--- src/phy_mgmt_pkg.sv ---
// Purpose: shared constants and types of the basic management register bank
// Assumes: 20 MHz system clock
// Notes: register indices are management frame register addresses
package phy_mgmt_pkg;
	// ============================================================
	// register indices
	localparam logic [4:0] REG_CONTROL = 5'h00;
	localparam logic [4:0] REG_STATUS = 5'h01;
	localparam logic [4:0] REG_ID_HIGH = 5'h02;
	localparam logic [4:0] REG_ID_LOW = 5'h03;
	// ============================================================
	// control bit positions
	localparam int CTL_SOFT_RESET = 15;
	localparam int CTL_LOOPBACK = 14;
	localparam int CTL_SPEED = 13;
	localparam int CTL_AN_ENABLE = 12;
	localparam int CTL_POWER_DOWN = 11;
	localparam int CTL_ISOLATE = 10;
	localparam int CTL_AN_RESTART = 9;
	localparam int CTL_DUPLEX = 8;
	localparam int CTL_COL_TEST = 7;
	// ============================================================
	// status bit positions and fixed ability bits
	localparam int STS_AN_DONE = 5;
	localparam int STS_REMOTE_FAULT = 4;
	localparam int STS_LINK = 2;
	localparam int STS_JABBER = 1;
	localparam logic [15:0] STS_ABILITY = 16'h7809;
	// ============================================================
	// identifier field layout
	localparam int ID_OUI_LSB = 10;
	localparam int ID_MODEL_LSB = 4;
	// ============================================================
	// frame format
	localparam logic [5:0] PREAMBLE_LEN = 6'h20;
	localparam logic [4:0] HEADER_BITS = 5'h0D;
	localparam logic [4:0] DATA_LAST = 5'h0F;
	localparam logic [1:0] OP_READ = 2'h2;
	localparam logic [1:0] OP_WRITE = 2'h1;
	// ============================================================
	// timing
	localparam int CLK_PERIOD_NS = 50;
	localparam int SOFT_RESET_NS = 1000;
	localparam int SOFT_RESET_CYCLES = (SOFT_RESET_NS + CLK_PERIOD_NS - 1) / CLK_PERIOD_NS;

	typedef enum logic [2:0] {
		FR_PREAMBLE = 3'h0,
		FR_HEADER = 3'h1,
		FR_TURN = 3'h3,
		FR_DATA = 3'h2
	} frame_state_t;
endpackage

--- src/reg_port_if.sv ---
// Purpose: register access carrier between the frame engine and the register bank
// Assumes: one clock, all strobes are one-cycle pulses
// Notes: rdata is valid from the cycle after a rd pulse onward
interface reg_port_if;
	logic [4:0] addr;
	logic rd;
	logic wr;
	logic [15:0] wdata;
	logic [15:0] rdata;
	modport engine (output addr, output rd, output wr, output wdata, input rdata);
	modport regs (input addr, input rd, input wr, input wdata, output rdata);
endinterface

--- src/phy_basic_mgmt_registers.sv ---
// Purpose: basic control, basic status and identifier registers of a 10/100 transceiver
// Assumes: all inputs synchronous to clk; mode straps stable around reset release
// Notes: registers are reached only through the serial management pins
//   identifier registers are writable and keep their value over soft reset
//   soft reset keeps speed, duplex and negotiation enable, clears the rest
//   status latches are released by a status read only
//
// What this block and the managing station do
// RQ1 - control bit 15 soft reset, self clearing
// RQ2 - soft reset keeps register config, no strap resample
// RQ3 - station writes other control bits zero with reset
// RQ4 - bit 14 selects loopback
// RQ5 - bit 13 forces speed unless negotiating
// RQ6 - bit 12 enables negotiation, overrides forced bits
// RQ7 - station clears negotiation before power down
// RQ8 - bit 11 selects general power down
// RQ9 - bit 10 isolates the data interface
// RQ10 - bit 9 restarts negotiation, self clearing
// RQ11 - bit 8 forces duplex unless negotiating
// RQ12 - bit 7 enables collision test
// RQ13 - speed, negotiation, duplex defaults from straps
// RQ14 - fixed ability bits in status register
// RQ15 - status bit 5 shows negotiation done
// RQ16 - status bit 4 remote fault latched high
// RQ17 - status bit 2 link latched low
// RQ18 - status bit 1 jabber latched high
// RQ19 - status bit 0 reads one
// RQ20 - index 2 holds identifier bits 3-18
// RQ21 - index 3 holds identifier, model, revision
// RQ22 - latched high holds until read, then follows
// RQ23 - latched low holds until read
// RQ24 - reserved bits read zero, ignore writes
module phy_basic_mgmt_registers #(
	parameter logic [15:0] OUI_HIGH = 16'h5A5A, // arbitrary value
	parameter logic [5:0] OUI_LOW = 6'h15, // arbitrary value
	parameter logic [5:0] MODEL = 6'h2A, // arbitrary value
	parameter logic [3:0] REVISION = 4'h3, // arbitrary value
	parameter int SOFT_RESET_LEN = phy_mgmt_pkg::SOFT_RESET_CYCLES
) (
	// clock and reset
	input wire logic clk,
	input wire logic rst,
	input wire logic ce,
	// management pins
	input wire logic mdc,
	input wire logic mdio_in,
	output logic mdio_out,
	output logic mdio_oe,
	input wire logic [4:0] phy_addr,
	// configuration straps
	input wire logic [2:0] mode_strap,
	// line conditions
	input wire logic link_up,
	input wire logic remote_fault,
	input wire logic jabber,
	input wire logic an_done,
	input wire logic an_speed_100,
	input wire logic an_full_duplex,
	// operating configuration
	output logic soft_reset_busy,
	output logic loopback,
	output logic speed_100,
	output logic full_duplex,
	output logic an_enable,
	output logic an_restart,
	output logic power_down,
	output logic isolate,
	output logic col_test
);
	reg_port_if port ();

	// control register fields
	logic ctl_speed;
	logic ctl_duplex;
	logic ctl_restart;
	logic strap_taken;
	logic [4:0] reset_cnt;

	// identifier registers
	logic [15:0] id_high;
	logic [15:0] id_low;

	// status latches
	logic fault_latch;
	logic link_latch;
	logic jabber_latch;

	// decoded accesses
	logic wr_control;
	logic wr_id_high;
	logic wr_id_low;
	logic rd_status;
	logic ctl_accept;

	logic [15:0] rdata;

	// ============================================================
	// helpers
	function automatic logic hits(input logic [4:0] addr, input logic [4:0] idx, input logic strobe);
		hits = strobe && addr == idx;
	endfunction

	function automatic logic [2:0] strap_config(input logic [2:0] mode);
		// {negotiation enable, speed 100, full duplex}
		case (mode)
			3'h0: strap_config = 3'h0;
			3'h1: strap_config = 3'h1;
			3'h2: strap_config = 3'h2;
			3'h3: strap_config = 3'h3;
			default: strap_config = 3'h7;
		endcase
	endfunction

	function automatic logic [15:0] control_word(
		input logic busy,
		input logic lb,
		input logic spd,
		input logic an,
		input logic pd,
		input logic iso,
		input logic rs,
		input logic dup,
		input logic col
	);
		control_word = 16'h0000;
		control_word[phy_mgmt_pkg::CTL_SOFT_RESET] = busy;
		control_word[phy_mgmt_pkg::CTL_LOOPBACK] = lb;
		control_word[phy_mgmt_pkg::CTL_SPEED] = spd;
		control_word[phy_mgmt_pkg::CTL_AN_ENABLE] = an;
		control_word[phy_mgmt_pkg::CTL_POWER_DOWN] = pd;
		control_word[phy_mgmt_pkg::CTL_ISOLATE] = iso;
		control_word[phy_mgmt_pkg::CTL_AN_RESTART] = rs;
		control_word[phy_mgmt_pkg::CTL_DUPLEX] = dup;
		control_word[phy_mgmt_pkg::CTL_COL_TEST] = col;
	endfunction

	// fixed ability bits merged with live and latched condition bits
	function automatic logic [15:0] status_word(
		input logic done,
		input logic fault,
		input logic link,
		input logic jab
	);
		status_word = phy_mgmt_pkg::STS_ABILITY; // RQ14 RQ19 RQ24
		status_word[phy_mgmt_pkg::STS_AN_DONE] = done; // RQ15
		status_word[phy_mgmt_pkg::STS_REMOTE_FAULT] = fault; // RQ16
		status_word[phy_mgmt_pkg::STS_LINK] = link; // RQ17
		status_word[phy_mgmt_pkg::STS_JABBER] = jab; // RQ18
	endfunction

	// ============================================================
	// frame engine
	smi_frame_engine engine (
		.clk(clk),
		.rst(rst),
		.ce(ce),
		.mdc(mdc),
		.mdio_in(mdio_in),
		.mdio_out(mdio_out),
		.mdio_oe(mdio_oe),
		.phy_addr(phy_addr),
		.port(port.engine)
	);

	assign wr_control = hits(port.addr, phy_mgmt_pkg::REG_CONTROL, port.wr);
	assign wr_id_high = hits(port.addr, phy_mgmt_pkg::REG_ID_HIGH, port.wr);
	assign wr_id_low = hits(port.addr, phy_mgmt_pkg::REG_ID_LOW, port.wr);
	assign rd_status = hits(port.addr, phy_mgmt_pkg::REG_STATUS, port.rd);
	assign ctl_accept = wr_control && !soft_reset_busy;
	assign port.rdata = rdata;

	// ============================================================
	// soft reset sequencer
	always_ff @(posedge clk or posedge rst) begin
		if (rst) begin
			reset_cnt <= 5'h00;
			soft_reset_busy <= 1'b0;
		end else if (ce) begin
			if (ctl_accept && port.wdata[phy_mgmt_pkg::CTL_SOFT_RESET]) begin
				reset_cnt <= 5'(SOFT_RESET_LEN - 1); // RQ1
				soft_reset_busy <= 1'b1; // RQ1
			end else if (reset_cnt != 5'h00) begin
				reset_cnt <= reset_cnt - 5'h01;
			end else begin
				soft_reset_busy <= 1'b0; // RQ1
			end
		end
	end

	// ============================================================
	// strap capture and strap-defaulted fields
	always_ff @(posedge clk or posedge rst) begin
		if (rst) begin
			strap_taken <= 1'b0;
			an_enable <= 1'b0;
			ctl_speed <= 1'b0;
			ctl_duplex <= 1'b0;
		end else if (ce) begin
			if (!strap_taken) begin
				strap_taken <= 1'b1;
				{an_enable, ctl_speed, ctl_duplex} <= strap_config(mode_strap); // RQ13
			end else if (ctl_accept && !port.wdata[phy_mgmt_pkg::CTL_SOFT_RESET]) begin // RQ2
				an_enable <= port.wdata[phy_mgmt_pkg::CTL_AN_ENABLE]; // RQ6
				ctl_speed <= port.wdata[phy_mgmt_pkg::CTL_SPEED]; // RQ5
				ctl_duplex <= port.wdata[phy_mgmt_pkg::CTL_DUPLEX]; // RQ11
			end
			// soft reset write leaves these three untouched
		end
	end

	// ============================================================
	// plain control fields, cleared by soft reset
	always_ff @(posedge clk or posedge rst) begin
		if (rst) begin
			loopback <= 1'b0;
			power_down <= 1'b0;
			isolate <= 1'b0;
			col_test <= 1'b0;
		end else if (ce) begin
			if (ctl_accept) begin
				if (port.wdata[phy_mgmt_pkg::CTL_SOFT_RESET]) begin
					loopback <= 1'b0; // RQ1
					power_down <= 1'b0;
					isolate <= 1'b0;
					col_test <= 1'b0;
				end else begin
					loopback <= port.wdata[phy_mgmt_pkg::CTL_LOOPBACK]; // RQ4
					power_down <= port.wdata[phy_mgmt_pkg::CTL_POWER_DOWN]; // RQ8
					isolate <= port.wdata[phy_mgmt_pkg::CTL_ISOLATE]; // RQ9
					col_test <= port.wdata[phy_mgmt_pkg::CTL_COL_TEST]; // RQ12
				end
			end
		end
	end

	// ============================================================
	// negotiation restart, self clearing
	always_ff @(posedge clk or posedge rst) begin
		if (rst) begin
			ctl_restart <= 1'b0;
			an_restart <= 1'b0;
		end else if (ce) begin
			an_restart <= ctl_restart; // RQ10
			if (ctl_accept && !port.wdata[phy_mgmt_pkg::CTL_SOFT_RESET]
				&& port.wdata[phy_mgmt_pkg::CTL_AN_RESTART]) begin
				ctl_restart <= 1'b1; // RQ10
			end else begin
				ctl_restart <= 1'b0; // RQ10
			end
		end
	end

	// ============================================================
	// effective speed and duplex
	always_ff @(posedge clk or posedge rst) begin
		if (rst) begin
			speed_100 <= 1'b0;
			full_duplex <= 1'b0;
		end else if (ce) begin
			if (an_enable) begin
				speed_100 <= an_speed_100; // RQ6
				full_duplex <= an_full_duplex; // RQ6
			end else begin
				speed_100 <= ctl_speed; // RQ5
				full_duplex <= ctl_duplex; // RQ11
			end
		end
	end

	// ============================================================
	// identifier registers, writable
	always_ff @(posedge clk or posedge rst) begin
		if (rst) begin
			id_high <= OUI_HIGH; // RQ20
			id_low <= {OUI_LOW, MODEL, REVISION}; // RQ21
		end else if (ce) begin
			if (wr_id_high) begin
				id_high <= port.wdata;
			end
			if (wr_id_low) begin
				id_low <= port.wdata;
			end
		end
	end

	// ============================================================
	// latched status bits; a new event wins over the read release
	always_ff @(posedge clk or posedge rst) begin
		if (rst) begin
			fault_latch <= 1'b0;
			jabber_latch <= 1'b0;
			link_latch <= 1'b0;
		end else if (ce) begin
			if (rd_status) begin
				fault_latch <= remote_fault; // RQ22
				jabber_latch <= jabber; // RQ22
				link_latch <= link_up; // RQ23
			end else begin
				fault_latch <= fault_latch | remote_fault; // RQ16
				jabber_latch <= jabber_latch | jabber; // RQ18
				link_latch <= link_latch & link_up; // RQ17
			end
		end
	end

	// ============================================================
	// read data capture
	always_ff @(posedge clk or posedge rst) begin
		if (rst) begin
			rdata <= 16'h0000;
		end else if (ce) begin
			if (port.rd) begin
				case (port.addr)
					phy_mgmt_pkg::REG_CONTROL: begin
						rdata <= control_word(
							soft_reset_busy,
							loopback,
							ctl_speed,
							an_enable,
							power_down,
							isolate,
							ctl_restart,
							ctl_duplex,
							col_test
						); // RQ24
					end
					phy_mgmt_pkg::REG_STATUS: begin
						rdata <= status_word(an_done, fault_latch, link_latch, jabber_latch); // RQ15 RQ16 RQ17 RQ18
					end
					phy_mgmt_pkg::REG_ID_HIGH: begin
						rdata <= id_high; // RQ20
					end
					phy_mgmt_pkg::REG_ID_LOW: begin
						rdata <= id_low; // RQ21
					end
					default: begin
						rdata <= 16'h0000;
					end
				endcase
			end
		end
	end
endmodule

--- src/smi_frame_engine.sv ---
// Purpose: serial management frame decoder driving register reads and writes
// Assumes: mdc is far slower than clk and sampled as a plain synchronous input
// Notes: data is driven right after a rising mdc, sampled by the station on the next rising edge
module smi_frame_engine (
	// clock and reset
	input wire logic clk,
	input wire logic rst,
	input wire logic ce,
	// management pins
	input wire logic mdc,
	input wire logic mdio_in,
	output logic mdio_out,
	output logic mdio_oe,
	input wire logic [4:0] phy_addr,
	// register side
	reg_port_if.engine port
);
	phy_mgmt_pkg::frame_state_t state;
	logic mdc_q;
	logic rise;
	logic [5:0] ones;
	logic [4:0] cnt;
	logic [15:0] shreg;
	logic is_read;
	logic is_ours;

	assign rise = mdc & ~mdc_q;

	always_ff @(posedge clk or posedge rst) begin
		if (rst) begin
			mdc_q <= 1'b0;
		end else if (ce) begin
			mdc_q <= mdc;
		end
	end

	// ============================================================
	// frame sequencer
	always_ff @(posedge clk or posedge rst) begin
		if (rst) begin
			state <= phy_mgmt_pkg::FR_PREAMBLE;
			ones <= 6'h00;
			cnt <= 5'h00;
			shreg <= 16'h0000;
			is_read <= 1'b0;
			is_ours <= 1'b0;
			mdio_out <= 1'b0;
			mdio_oe <= 1'b0;
			port.rd <= 1'b0;
			port.wr <= 1'b0;
			port.addr <= 5'h00;
			port.wdata <= 16'h0000;
		end else if (ce) begin
			port.rd <= 1'b0;
			port.wr <= 1'b0;
			if (rise) begin
				case (state)
					phy_mgmt_pkg::FR_PREAMBLE: begin
						mdio_oe <= 1'b0;
						if (mdio_in) begin
							if (ones != phy_mgmt_pkg::PREAMBLE_LEN) begin
								ones <= ones + 6'h01;
							end
						end else if (ones == phy_mgmt_pkg::PREAMBLE_LEN) begin
							state <= phy_mgmt_pkg::FR_HEADER;
							cnt <= 5'h00;
							ones <= 6'h00;
						end else begin
							ones <= 6'h00;
						end
					end
					phy_mgmt_pkg::FR_HEADER: begin
						shreg <= {shreg[14:0], mdio_in};
						cnt <= cnt + 5'h01;
						if (cnt == phy_mgmt_pkg::HEADER_BITS - 5'h01) begin
							// bits: start(1) op(2) phy(5) reg(5)
							is_ours <= shreg[11] && shreg[8:4] == phy_addr &&
								(shreg[10:9] == phy_mgmt_pkg::OP_READ || shreg[10:9] == phy_mgmt_pkg::OP_WRITE);
							is_read <= shreg[10:9] == phy_mgmt_pkg::OP_READ;
							port.addr <= {shreg[3:0], mdio_in};
							port.rd <= shreg[11] && shreg[8:4] == phy_addr && shreg[10:9] == phy_mgmt_pkg::OP_READ;
							cnt <= 5'h00;
							state <= phy_mgmt_pkg::FR_TURN;
						end
					end
					phy_mgmt_pkg::FR_TURN: begin
						cnt <= cnt + 5'h01;
						if (cnt == 5'h00) begin
							mdio_oe <= is_ours & is_read;
							mdio_out <= 1'b0;
						end else begin
							mdio_out <= port.rdata[15];
							shreg <= {port.rdata[14:0], 1'b0};
							cnt <= 5'h00;
							state <= phy_mgmt_pkg::FR_DATA;
						end
					end
					phy_mgmt_pkg::FR_DATA: begin
						cnt <= cnt + 5'h01;
						if (is_read) begin
							mdio_out <= shreg[15];
							shreg <= {shreg[14:0], 1'b0};
						end else begin
							shreg <= {shreg[14:0], mdio_in};
						end
						if (cnt == phy_mgmt_pkg::DATA_LAST) begin
							mdio_oe <= 1'b0;
							port.wr <= is_ours & ~is_read;
							port.wdata <= {shreg[14:0], mdio_in};
							state <= phy_mgmt_pkg::FR_PREAMBLE;
						end
					end
					default: begin
						state <= phy_mgmt_pkg::FR_PREAMBLE;
					end
				endcase
			end
		end
	end
endmodule

--- config.mk ---
export PLATFORM = sky130hd
export DESIGN_NAME = phy_basic_mgmt_registers
export DESIGN_NICKNAME = d
export VERILOG_FILES = /design/src/phy_mgmt_pkg.sv /design/src/reg_port_if.sv /design/src/phy_basic_mgmt_registers.sv /design/src/smi_frame_engine.sv
export SDC_FILE = /design/constraint.sdc
export NUM_CORES = 1
export LEC_CHECK = 0
export BUFFER_PORTS_ARGS = -buffer_cell sky130_fd_sc_hd__clkbuf_2
export CORE_UTILIZATION = 65
export CTS_CLUSTER_DIAMETER = 80
export DETAILED_ROUTE_END_ITERATION = 8
export PLACE_DENSITY = 0.84
export SLEW_MARGIN = 20
export SYNTH_ARGS = -nofsm -noshare
export SYNTH_HDL_FRONTEND = slang
export SYNTH_SLANG_ARGS = --single-unit
--- constraint.sdc ---
create_clock -name clk -period 12.08 [get_ports clk]
set_clock_uncertainty 0.15 [all_clocks]
set_input_delay 1.208 -clock clk [delete_from_list [all_inputs] [get_ports clk]]
set_output_delay 1.208 -clock clk [all_outputs]
set_load 0.005 [all_outputs]
# Word level (Yosys, flattened, before mapping)
# Index checks and enable logic that the tools add are counted.
[word_totals] regBits=127 input_bits=19 wordCells=159
[op_classes] add_sub_neg=3 eq_ne=26 n_mux=50 n_bitwise=8 n_reduce_logical=39
[op_table] op="one-hot mux 16 bit (4 select lines)" n=1
[op_table] op="one-hot mux 16 bit (3 select lines)" n=1
[op_table] op="two-way mux 5 bit" n=6
[op_table] op="two-way mux 1 bit" n=29
[op_table] op="one-hot mux 3 bit (4 select lines)" n=2
[op_table] op="one-hot mux 5 bit (4 select lines)" n=1
[op_table] op="AND reduction 4 bit" n=5
[op_table] op="two-way mux 16 bit" n=1
[op_table] op="two-way mux 3 bit" n=5
[op_table] op="!= test 2 x 1 -> 1 bit, second input constant" n=7
[op_table] op="AND reduction 2 bit" n=7
[op_table] op="== test 3 x 2 -> 1 bit, second input constant" n=4
[op_table] op="two-way mux 6 bit" n=2
[op_table] op="logical AND 1 bit" n=11
[op_table] op="== test 5 x 2 -> 1 bit, second input constant" n=2
[op_table] op="== test 5 x 4 -> 1 bit, second input constant" n=2
[op_table] op="zero test 5 bit" n=2
[op_table] op="AND reduction 5 bit" n=2
[op_table] op="AND reduction 7 bit" n=1
[op_table] op="adder 6 x 1 -> 6 bit, second input constant" n=1
[op_table] op="== test 3 x 1 -> 1 bit, second input constant" n=2
[op_table] op="== test 6 bit, second input constant" n=1
[op_table] op="zero test 3 bit" n=2
[op_table] op="!= test 2 bit, second input constant" n=3
[op_table] op="18 further kinds" n=26

# Depth between registers and ports, before layout
# Gate-level depths: netlist of run 1.
[logic_depth] word_depth=6 depth_mapped=7 depth_no_buf=7

# Cells and area by module
# A second synthesis of run 1 with hierarchy kept.
[unflattened] cells_unflattened=505 hier_area_um2=6025.8
[modules_own_cells] mod="phy_basic_mgmt_registers" n_inst=1 cells_per_inst=256 area_per_inst_um2=3214.3 seq_area_each_um2=1746.7
[modules_own_cells] mod="smi_frame_engine" n_inst=1 cells_per_inst=249 area_per_inst_um2=2811.4 seq_area_each_um2=1426.4

# Least setup slack after synthesis of run 1
# No wires, ideal clock.
[synth_path] path_kind="input to register" start="input ce" end="register engine.port.wdata[1]" setup_time_ns=0.125 arrival_ns=2.266 setup_slack_ns=9.539 path_stages=5 path_cell_list="and3b_1 nand2_1 nor2_2 buf_4 mux2_2"
[synth_via] elab_chain_cells=1
[synth_lines] element="start: declaration" line_no="phy_basic_mgmt_registers.sv:43" text="input wire logic ce,"
[synth_lines] element="AND reduction 4 bit (no source line)"
[synth_lines] element="end signal: assignment" line_no="smi_frame_engine.sv:109" text="port.wdata <= {shreg[14:0], mdio_in};"
[synth_lines] element="end: declaration" line_no="reg_port_if.sv:10" text="modport engine (output addr, output rd, output wr, output wdata, input rdata);"
# No other way between the ends.
# A chain may end at the register's enable or synchronous reset.

# Final worst setup path of run 1
[layout_path] start="input ce" end="register engine.port.wdata[2]"
# The elaborated chain is that of the path after synthesis.

==> results of run 1 <==
[cell families after synthesis]
logic type	Yosys count	share of synthesized area (%)
buffers and inverters	44	3.31
xor gates and xnor gates	9	1.36
muxes	85	16.1
and+or+nand+nor	130	11.5
adders and majority gates	7	1.51
DFF	126	54.8
AOI/OAI and AO/OA	104	11.5
[cells in the final DEF, fill, tap and decap left out, types with 18 or more instances in the layout]
master and instances:
dfrtp_1 110, nand2_1 45, mux2_2 63, clkbuf_2 29
inv_1 18, o21ai_0 33, mux2i_1 22, a21oi_1 34
nor2_1 27
[area by class of cell]
type	instances	share of cell area, %
well taps	108	2.04
flip-flops and latches	126	47.9
inverters	19	1.11
clock inverters	13	2.65
clock buffers	19	6.67
repair buffers	34	2.93
multi-input cells	335	36.7
[worst min-delay path, cell delays in order (launching register included)]
cell     delay [ns]
dfrtp_1        0.34
nand2_1        0.05
o21ai_0        0.06
[power by group]
part	switching, uW	internal [uW]	leakage [uW]	total [uW]
logic	174	128	0.00112	302
clock network	203	331	0.000297	534
registers	84.6	482	0.00159	567
[layer usage]
layer  global-route usage (%)  vias to the layer above
li1                         -                     1866
met4                     16.3                        0
met2                     53.3                      176
met3                     6.32                       39
met5                        0                        -
met1                     41.0                     2107
[registers in the layout, indices dropped and copies added, names as in the netlist, 2 cells and up]
register,flops
engine.state,2
id_high,16
port.rdata,16
reset_cnt,5
engine.port.addr,5
engine.cnt,5
id_low,16
engine.port.wdata,16
engine.shreg,16
engine.ones,6
[how the worst max path moves through the flow]
stage / from / end / slack (ns) / cells past startpoint
after floorplan: rst / an_enable$_DFFE_PP0P_ / 7.39 / 1
after global placement: ce / engine.port.wdata[7]$_DFFE_PP0P_ / 8.47 / 5
after detailed placement: ce / engine.port.wdata[11]$_DFFE_PP0P_ / 8.35 / 5
after CTS: ce / engine.port.wdata[2]$_DFFE_PP0P_ / 8.84 / 5
after global routing: ce / engine.port.wdata[2]$_DFFE_PP0P_ / 8.71 / 5
final: ce / engine.port.wdata[2]$_DFFE_PP0P_ / 8.80 / 5
[through the flow]
| stage | power [uW] | hold WS [ns] |
|---|---|---|
| 3_3_place_gp | 831 | 0.308 |
| 5_1_grt | 1450 | 0.372 |
| 6_report | 1400 | 0.338 |
| 4_1_cts | 1400 | 0.335 |
| 3_5_place_dp | 850 | 0.318 |
| 2_1_floorplan | 768 | 0.293 |
[synth_stat cells (all sizes together), types with 7 or more instances]
| cell | number |
|---|---|
| ha | 7 |
| mux2 | 63 |
| clkbuf | 13 |
| nand2 | 45 |
| xor2 | 7 |
| dfstp | 16 |
| a21oi | 35 |
| buf | 12 |
| nor2 | 29 |
| inv | 19 |
| o21ai | 33 |
| dfrtp | 110 |
| nand3 | 16 |
| mux2i | 22 |
==> results.txt, run 1 <==
Mapped Cells: 505
Detailed Routing Iterations Pass 1: 5
RSZ-0062 raised after global routing: false
Clk sinks: 126
Critical Path End Type: flop
Die height: 96.4 um
Final TNS setup: 0 ns
Final Non-Filler Cells: 654
Slowest cell on crit path: nor2_2
Number of enable flip-flop cells after synthesis: 0
Worst Hold Depth: 2
Fin util: 76.3%
I/O pin count: 30
Max Used Layer: met4
Layout cells sized above 1: 28.6%
Worst path bufs/invs: 1
# resized after CTS: 0
Fin nets: 559
Critical path fanouts, max: 25
Most used DFF post-synth: dfrtp_1
Hold Buf Count CTS: 0
TritonCTS clock tree: done
Post-DP HPWL: 7.99 mm
Routed Wire Length: 13.8 mm
Met3 Wirelength: 856 um
Sequential share of the synthesized area: 54.8%
Yosys cell types: 58
Max-slew violation count: 0
H-tree Lvls: 4
Flops & latches, synth: 126
# setup viols final: 0
Total number of yosys warnings: 0
Clock latency at the later pin of the worst-skew pair: 0.52 ns
Vias in the first global route: 4278
Fin area: 6620 um^2
Cell family with most CP delay: simple AND/OR/NAND/NOR gates
Max cap viols: 0
Max incr delay on CP: 0.79 ns
Synth Net Count: 531
WP data arrival: 3.53 ns
Placed Area: 5990 um^2
Hold Path Origin: port.rdata[12]$_DFFE_PP0P_
Row count: 34
Worst r2r src: engine.port.addr[2]$_DFFE_PP0P_
Reg-to-reg slack, setup: 9.42 ns
Post-Syn Area per Cell: 11.5 um^2
Cell Pwr Density: 212 nW/um^2
Post-CTS Setup Repair Bufs: 0
Area Overhead vs Synth: 14.4%
Post-Place Worst Slack: 8.35 ns
GP Congestion: 0.778
Routed WL per cell: 21.1 um
CP Data Required Time: 12.33 ns
Worst path cell trace: clkbuf_2 -> and3b_1 -> nand2_1 -> nor2_2 -> mux2_2
Fin worst setup slack: 8.80 ns
Startpoint Class: input pin
Cell taking the most area after synthesis: dfrtp_1
Die area: 9280 um^2
Antenna violations before repair: 0
DRT iter0 DRCs: 341
First-pass GRT wire length: 21.7 mm
Setup Crit Path Kind: in2reg
Final min period: 3.28 ns
Maximum vdd drop: 0.000111 V
Max Clock Freq: 305 MHz
Initial core utilization: 66.7%
DIE WIDTH: 96.4 um
Min-Delay Endpoint: port.rdata[12]$_DFFE_PP0P_
CTS root buffer: clkbuf_8
Total GRT Usage: 32.4%
Total gr overflow: 0
Core Area: 8680 um^2
Largest net degree at the start of global routing: 85
P_leak: 0.00302 uW
Outcome: finished clean
Synth top area cells: dfrtp_1 (48%), mux2_2 (12%), dfstp_2 (7.3%)
Routed Antenna Nets: 0
Post-placement cell count: 621
CTS Buf Count: 17
Routed vias: 4188
# DRC: 0
Clock buffer depth: 2
N_diodes: 0
Footprint of the multi-input gates: 2430 um^2
Number of buffers added on ports: 29
Reg clk slew, reported paths: 0.07 ns
FILL cells: 514
Final Hold Fails: 0
Min-delay worst type: reg2reg
Via density: 6.40
Final period utilization: 27.1%
Top cell type's share of synthesized area: 47.6%
Register area: 3170 um^2
Mapped cell area: 5790 um^2
Worst slew margin relative to its limit: 32.8%
DR WL met2: 7.09 mm
Reg2reg end: id_high[8]$_DFFE_PP0P_
Worst R2R Path Depth: 5
Met1 Routed Length: 5.51 mm
Ys async rst share: 100%
Worst-Margin Slew: 1.01 ns
No activity file was read; power rests on OpenSTA's default activity.
==> inputs of run 2 (changes only) <==
--- a/config.mk
+++ b/config.mk
@@ -6,10 +6,10 @@
 export NUM_CORES = 1
 export LEC_CHECK = 0
 export BUFFER_PORTS_ARGS = -buffer_cell sky130_fd_sc_hd__clkbuf_2
-export CORE_UTILIZATION = 65
+export CORE_UTILIZATION = 61
 export CTS_CLUSTER_DIAMETER = 80
 export DETAILED_ROUTE_END_ITERATION = 8
-export PLACE_DENSITY = 0.84
+export PLACE_DENSITY = 0.79
 export SLEW_MARGIN = 20
 export SYNTH_ARGS = -nofsm -noshare
 export SYNTH_HDL_FRONTEND = slang
==> constraint.sdc (replaced) <==
create_clock -name clk -period 3.2 [get_ports clk]
set_clock_uncertainty 0.15 [all_clocks]
set_input_delay 0.32 -clock clk [delete_from_list [all_inputs] [get_ports clk]]
set_output_delay 0.32 -clock clk [all_outputs]
set_load 0.005 [all_outputs]
==> run 2 against run 1 <==
Against the previous run: the flow now finishes with violations (design-rule violations); die area rose by 6.4%; sequential cell count did not move; final cell count increased by 2.9%; design area increased by 3.6%; utilization decreased by 1.7 points; routed wire length decreased by 8.5%; sequential power grew to 3.8 times the previous value; clock-buffer cell count is the same; register-to-register slack worse by 8.6 ns; critical path depth grew 1; largest cell class unchanged; highest routed layer unchanged.
==> results.txt, run 2 (synthesis gave the netlist of run 1 again) <==
Fin nets: 575 (was 559)
GP Congestion: 0.787 (was 0.778)
Layout cells sized above 1: 28.6% (about the same)
# resized after CTS: 0 (unchanged)
Routed Antenna Nets: 0 (unchanged)
Max incr delay on CP: 0.43 ns (was 0.79 ns)
Final Non-Filler Cells: 673 (was 654)
Core Area: 9200 um^2 (was 8680 um^2)
Clock buffer depth: 2 (unchanged)
First-pass GRT wire length: 21.3 mm (was 21.7 mm)
DIE WIDTH: 99.4 um (was 96.4 um)
Final Hold Fails: 0 (unchanged)
Critical Path End Type: flop (unchanged)
Worst slew margin relative to its limit: 47.9% (was 32.8%)
Worst-Margin Slew: 0.781 ns (was 1.01 ns)
Clk sinks: 126 (unchanged)
Vias in the first global route: 4316 (was 4278)
Area Overhead vs Synth: 18.6% (was 14.4%)
Routed Wire Length: 12.6 mm (was 13.8 mm)
Number of buffers added on ports: 29 (unchanged)
# setup viols final: 0 (unchanged)
Met3 Wirelength: 518 um (was 856 um)
Total gr overflow: 0 (unchanged)
Largest net degree at the start of global routing: 56 (was 85)
TritonCTS clock tree: done (unchanged)
P_leak: 0.00312 uW (was 0.00302 uW)
DR WL met2: 6.34 mm (was 7.09 mm)
Worst path bufs/invs: 2 (was 1)
CP Data Required Time: 3.45 ns (was 12.33 ns)
Cell Pwr Density: 796 nW/um^2 (was 212 nW/um^2)
H-tree Lvls: 4 (unchanged)
Total GRT Usage: 28.3% (was 32.4%)
Post-placement cell count: 631 (was 621)
Die height: 99.4 um (was 96.4 um)
CTS root buffer: clkbuf_8 (unchanged)
Final period utilization: 73.5%
Setup Crit Path Kind: reg2reg (was in2reg)
Routed vias: 4152 (was 4188)
Routed WL per cell: 18.8 um (was 21.1 um)
Clock latency at the later pin of the worst-skew pair: 0.51 ns (was 0.52 ns)
Cell repeated most along the worst path: buf_4
Most frequent cells in the layout: dfrtp_1 (110), mux2_2 (63), nand2_1 (45), a21oi_1 (34), o21ai_0 (33) (unchanged)
Max Clock Freq: 425 MHz
# DRC: 2 (was 0)
Final min period: 2.35 ns
Row count: 35 (was 34)
RSZ-0062 raised after global routing: false (unchanged)
DRT iter0 DRCs: 352 (was 341)
I/O pin count: 30 (unchanged)
Max cap viols: 0 (unchanged)
Final TNS setup: 0 ns (unchanged)
Startpoint Class: flop (was input pin)
WP data arrival: 2.60 ns (was 3.53 ns)
Hold Buf Count CTS: 10 (was 0)
Antenna violations before repair: 0 (unchanged)
Max-slew violation count: 0 (unchanged)
Detailed Routing Iterations Pass 1: 7 (was 5)
Outcome: complete, but fails checks (was finished clean)
Max Used Layer: met4 (unchanged)
Die area: 9880 um^2 (was 9280 um^2)
Post-CTS Setup Repair Bufs: 0 (unchanged)
N_diodes: 0 (unchanged)
Cell family with most CP delay: simple AND/OR/NAND/NOR gates (unchanged)
Worst path cell trace: nor3_1 -> buf_4 -> and3_1 -> and3b_1 -> buf_4 -> mux2_2 (was clkbuf_2 -> and3b_1 -> nand2_1 -> nor2_2 -> mux2_2)
Post-DP HPWL: 8.20 mm (was 7.99 mm)
Slowest cell on crit path: and3b_1 (was nor2_2)
Most common cell after layout, fill and taps aside: dfrtp_1 (unchanged)
Maximum vdd drop: 0.000400 V (was 0.000111 V)
Via density: 6.17 (was 6.40)
Reg clk slew, reported paths: 0.06 ns (was 0.07 ns)
CTS Buf Count: 17 (unchanged)
Critical path fanouts, max: 11 (was 25)
Initial core utilization: 62.9% (was 66.7%)
Failing checks: design-rule violations
Met1 Routed Length: 5.53 mm (was 5.51 mm)
Min-delay worst type: in2reg (was reg2reg)
[run 2: worst paths after layout]
check / from / to / slack [ns] / cells past startpoint
setup reg to reg: engine.port.addr[2]$_DFFE_PP0P_ / id_high[15]$_DFFE_PP0P_ / 0.85 / 6
hold / removal: mode_strap[2] / an_enable$_DFFE_PP0P_ / 0.03 / 3
min in group asynchronous: rst / id_low[4]$_DFFE_PP0P_ / 0.34 / 3
max in group asynchronous: rst / id_low[12]$_DFFE_PP1P_ / 1.79 / 4
hold reg to reg: port.rdata[12]$_DFFE_PP0P_ / port.rdata[12]$_DFFE_PP0P_ / 0.33 / 2
setup / recovery: engine.port.addr[2]$_DFFE_PP0P_ / id_high[15]$_DFFE_PP0P_ / 0.85 / 6
[run 2: final cells by class]
cell class                 count  area, um^2
sequential                   126        3170
multi-input combinational    335        2430
fill                         616        2340
clock buffer                  19         432
timing repair buffer          50         353
clock inverter                13         259
tap                          111         139
inverter                      19        75.1
[run 2: worst reg2reg max path, cell delays in order (launching register included)]
cell and delay (ns):
dfrtp_1 0.40, nor3_1 0.21, buf_4 0.22, and3_1 0.21
and3b_1 0.43, buf_4 0.27, mux2_2 0.36
[run 2: metrics by stage]
| step | hold WS [ns] | power (uW) | util [%] | cell area (um^2) | setup slack [ns] |
|---|---|---|---|---|---|
| detailed placement | 0.321 | 3210 | 66.0 | 6070 | 0.840 |
| global placement | 0.312 | 3160 | 66.0 | 6070 | 0.881 |
| global route | 0.0333 | 5710 | 74.6 | 6860 | 0.721 |
| CTS | 0.00790 | 5470 | 74.6 | 6860 | 0.851 |
| finish | 0.0328 | 5460 | 74.6 | 6860 | 0.847 |
| floorplan | 0.293 | 2900 | - | 5790 | 1.19 |
[run 2: per-layer routing]
layer	track usage (%)	vias up
met4	11.7	0
met3	6.25	24
li1	-	1899
met2	47.0	129
met5	0	-
met1	36.5	2100
[run 2: power by group]
part | leakage [uW] | internal, uW | switching (uW)
Clock | 0.000325 | 1530 | 705
Combinational | 0.00120 | 502 | 594
Sequential | 0.00159 | 1820 | 314
Total | 0.00312 | 3850 | 1610
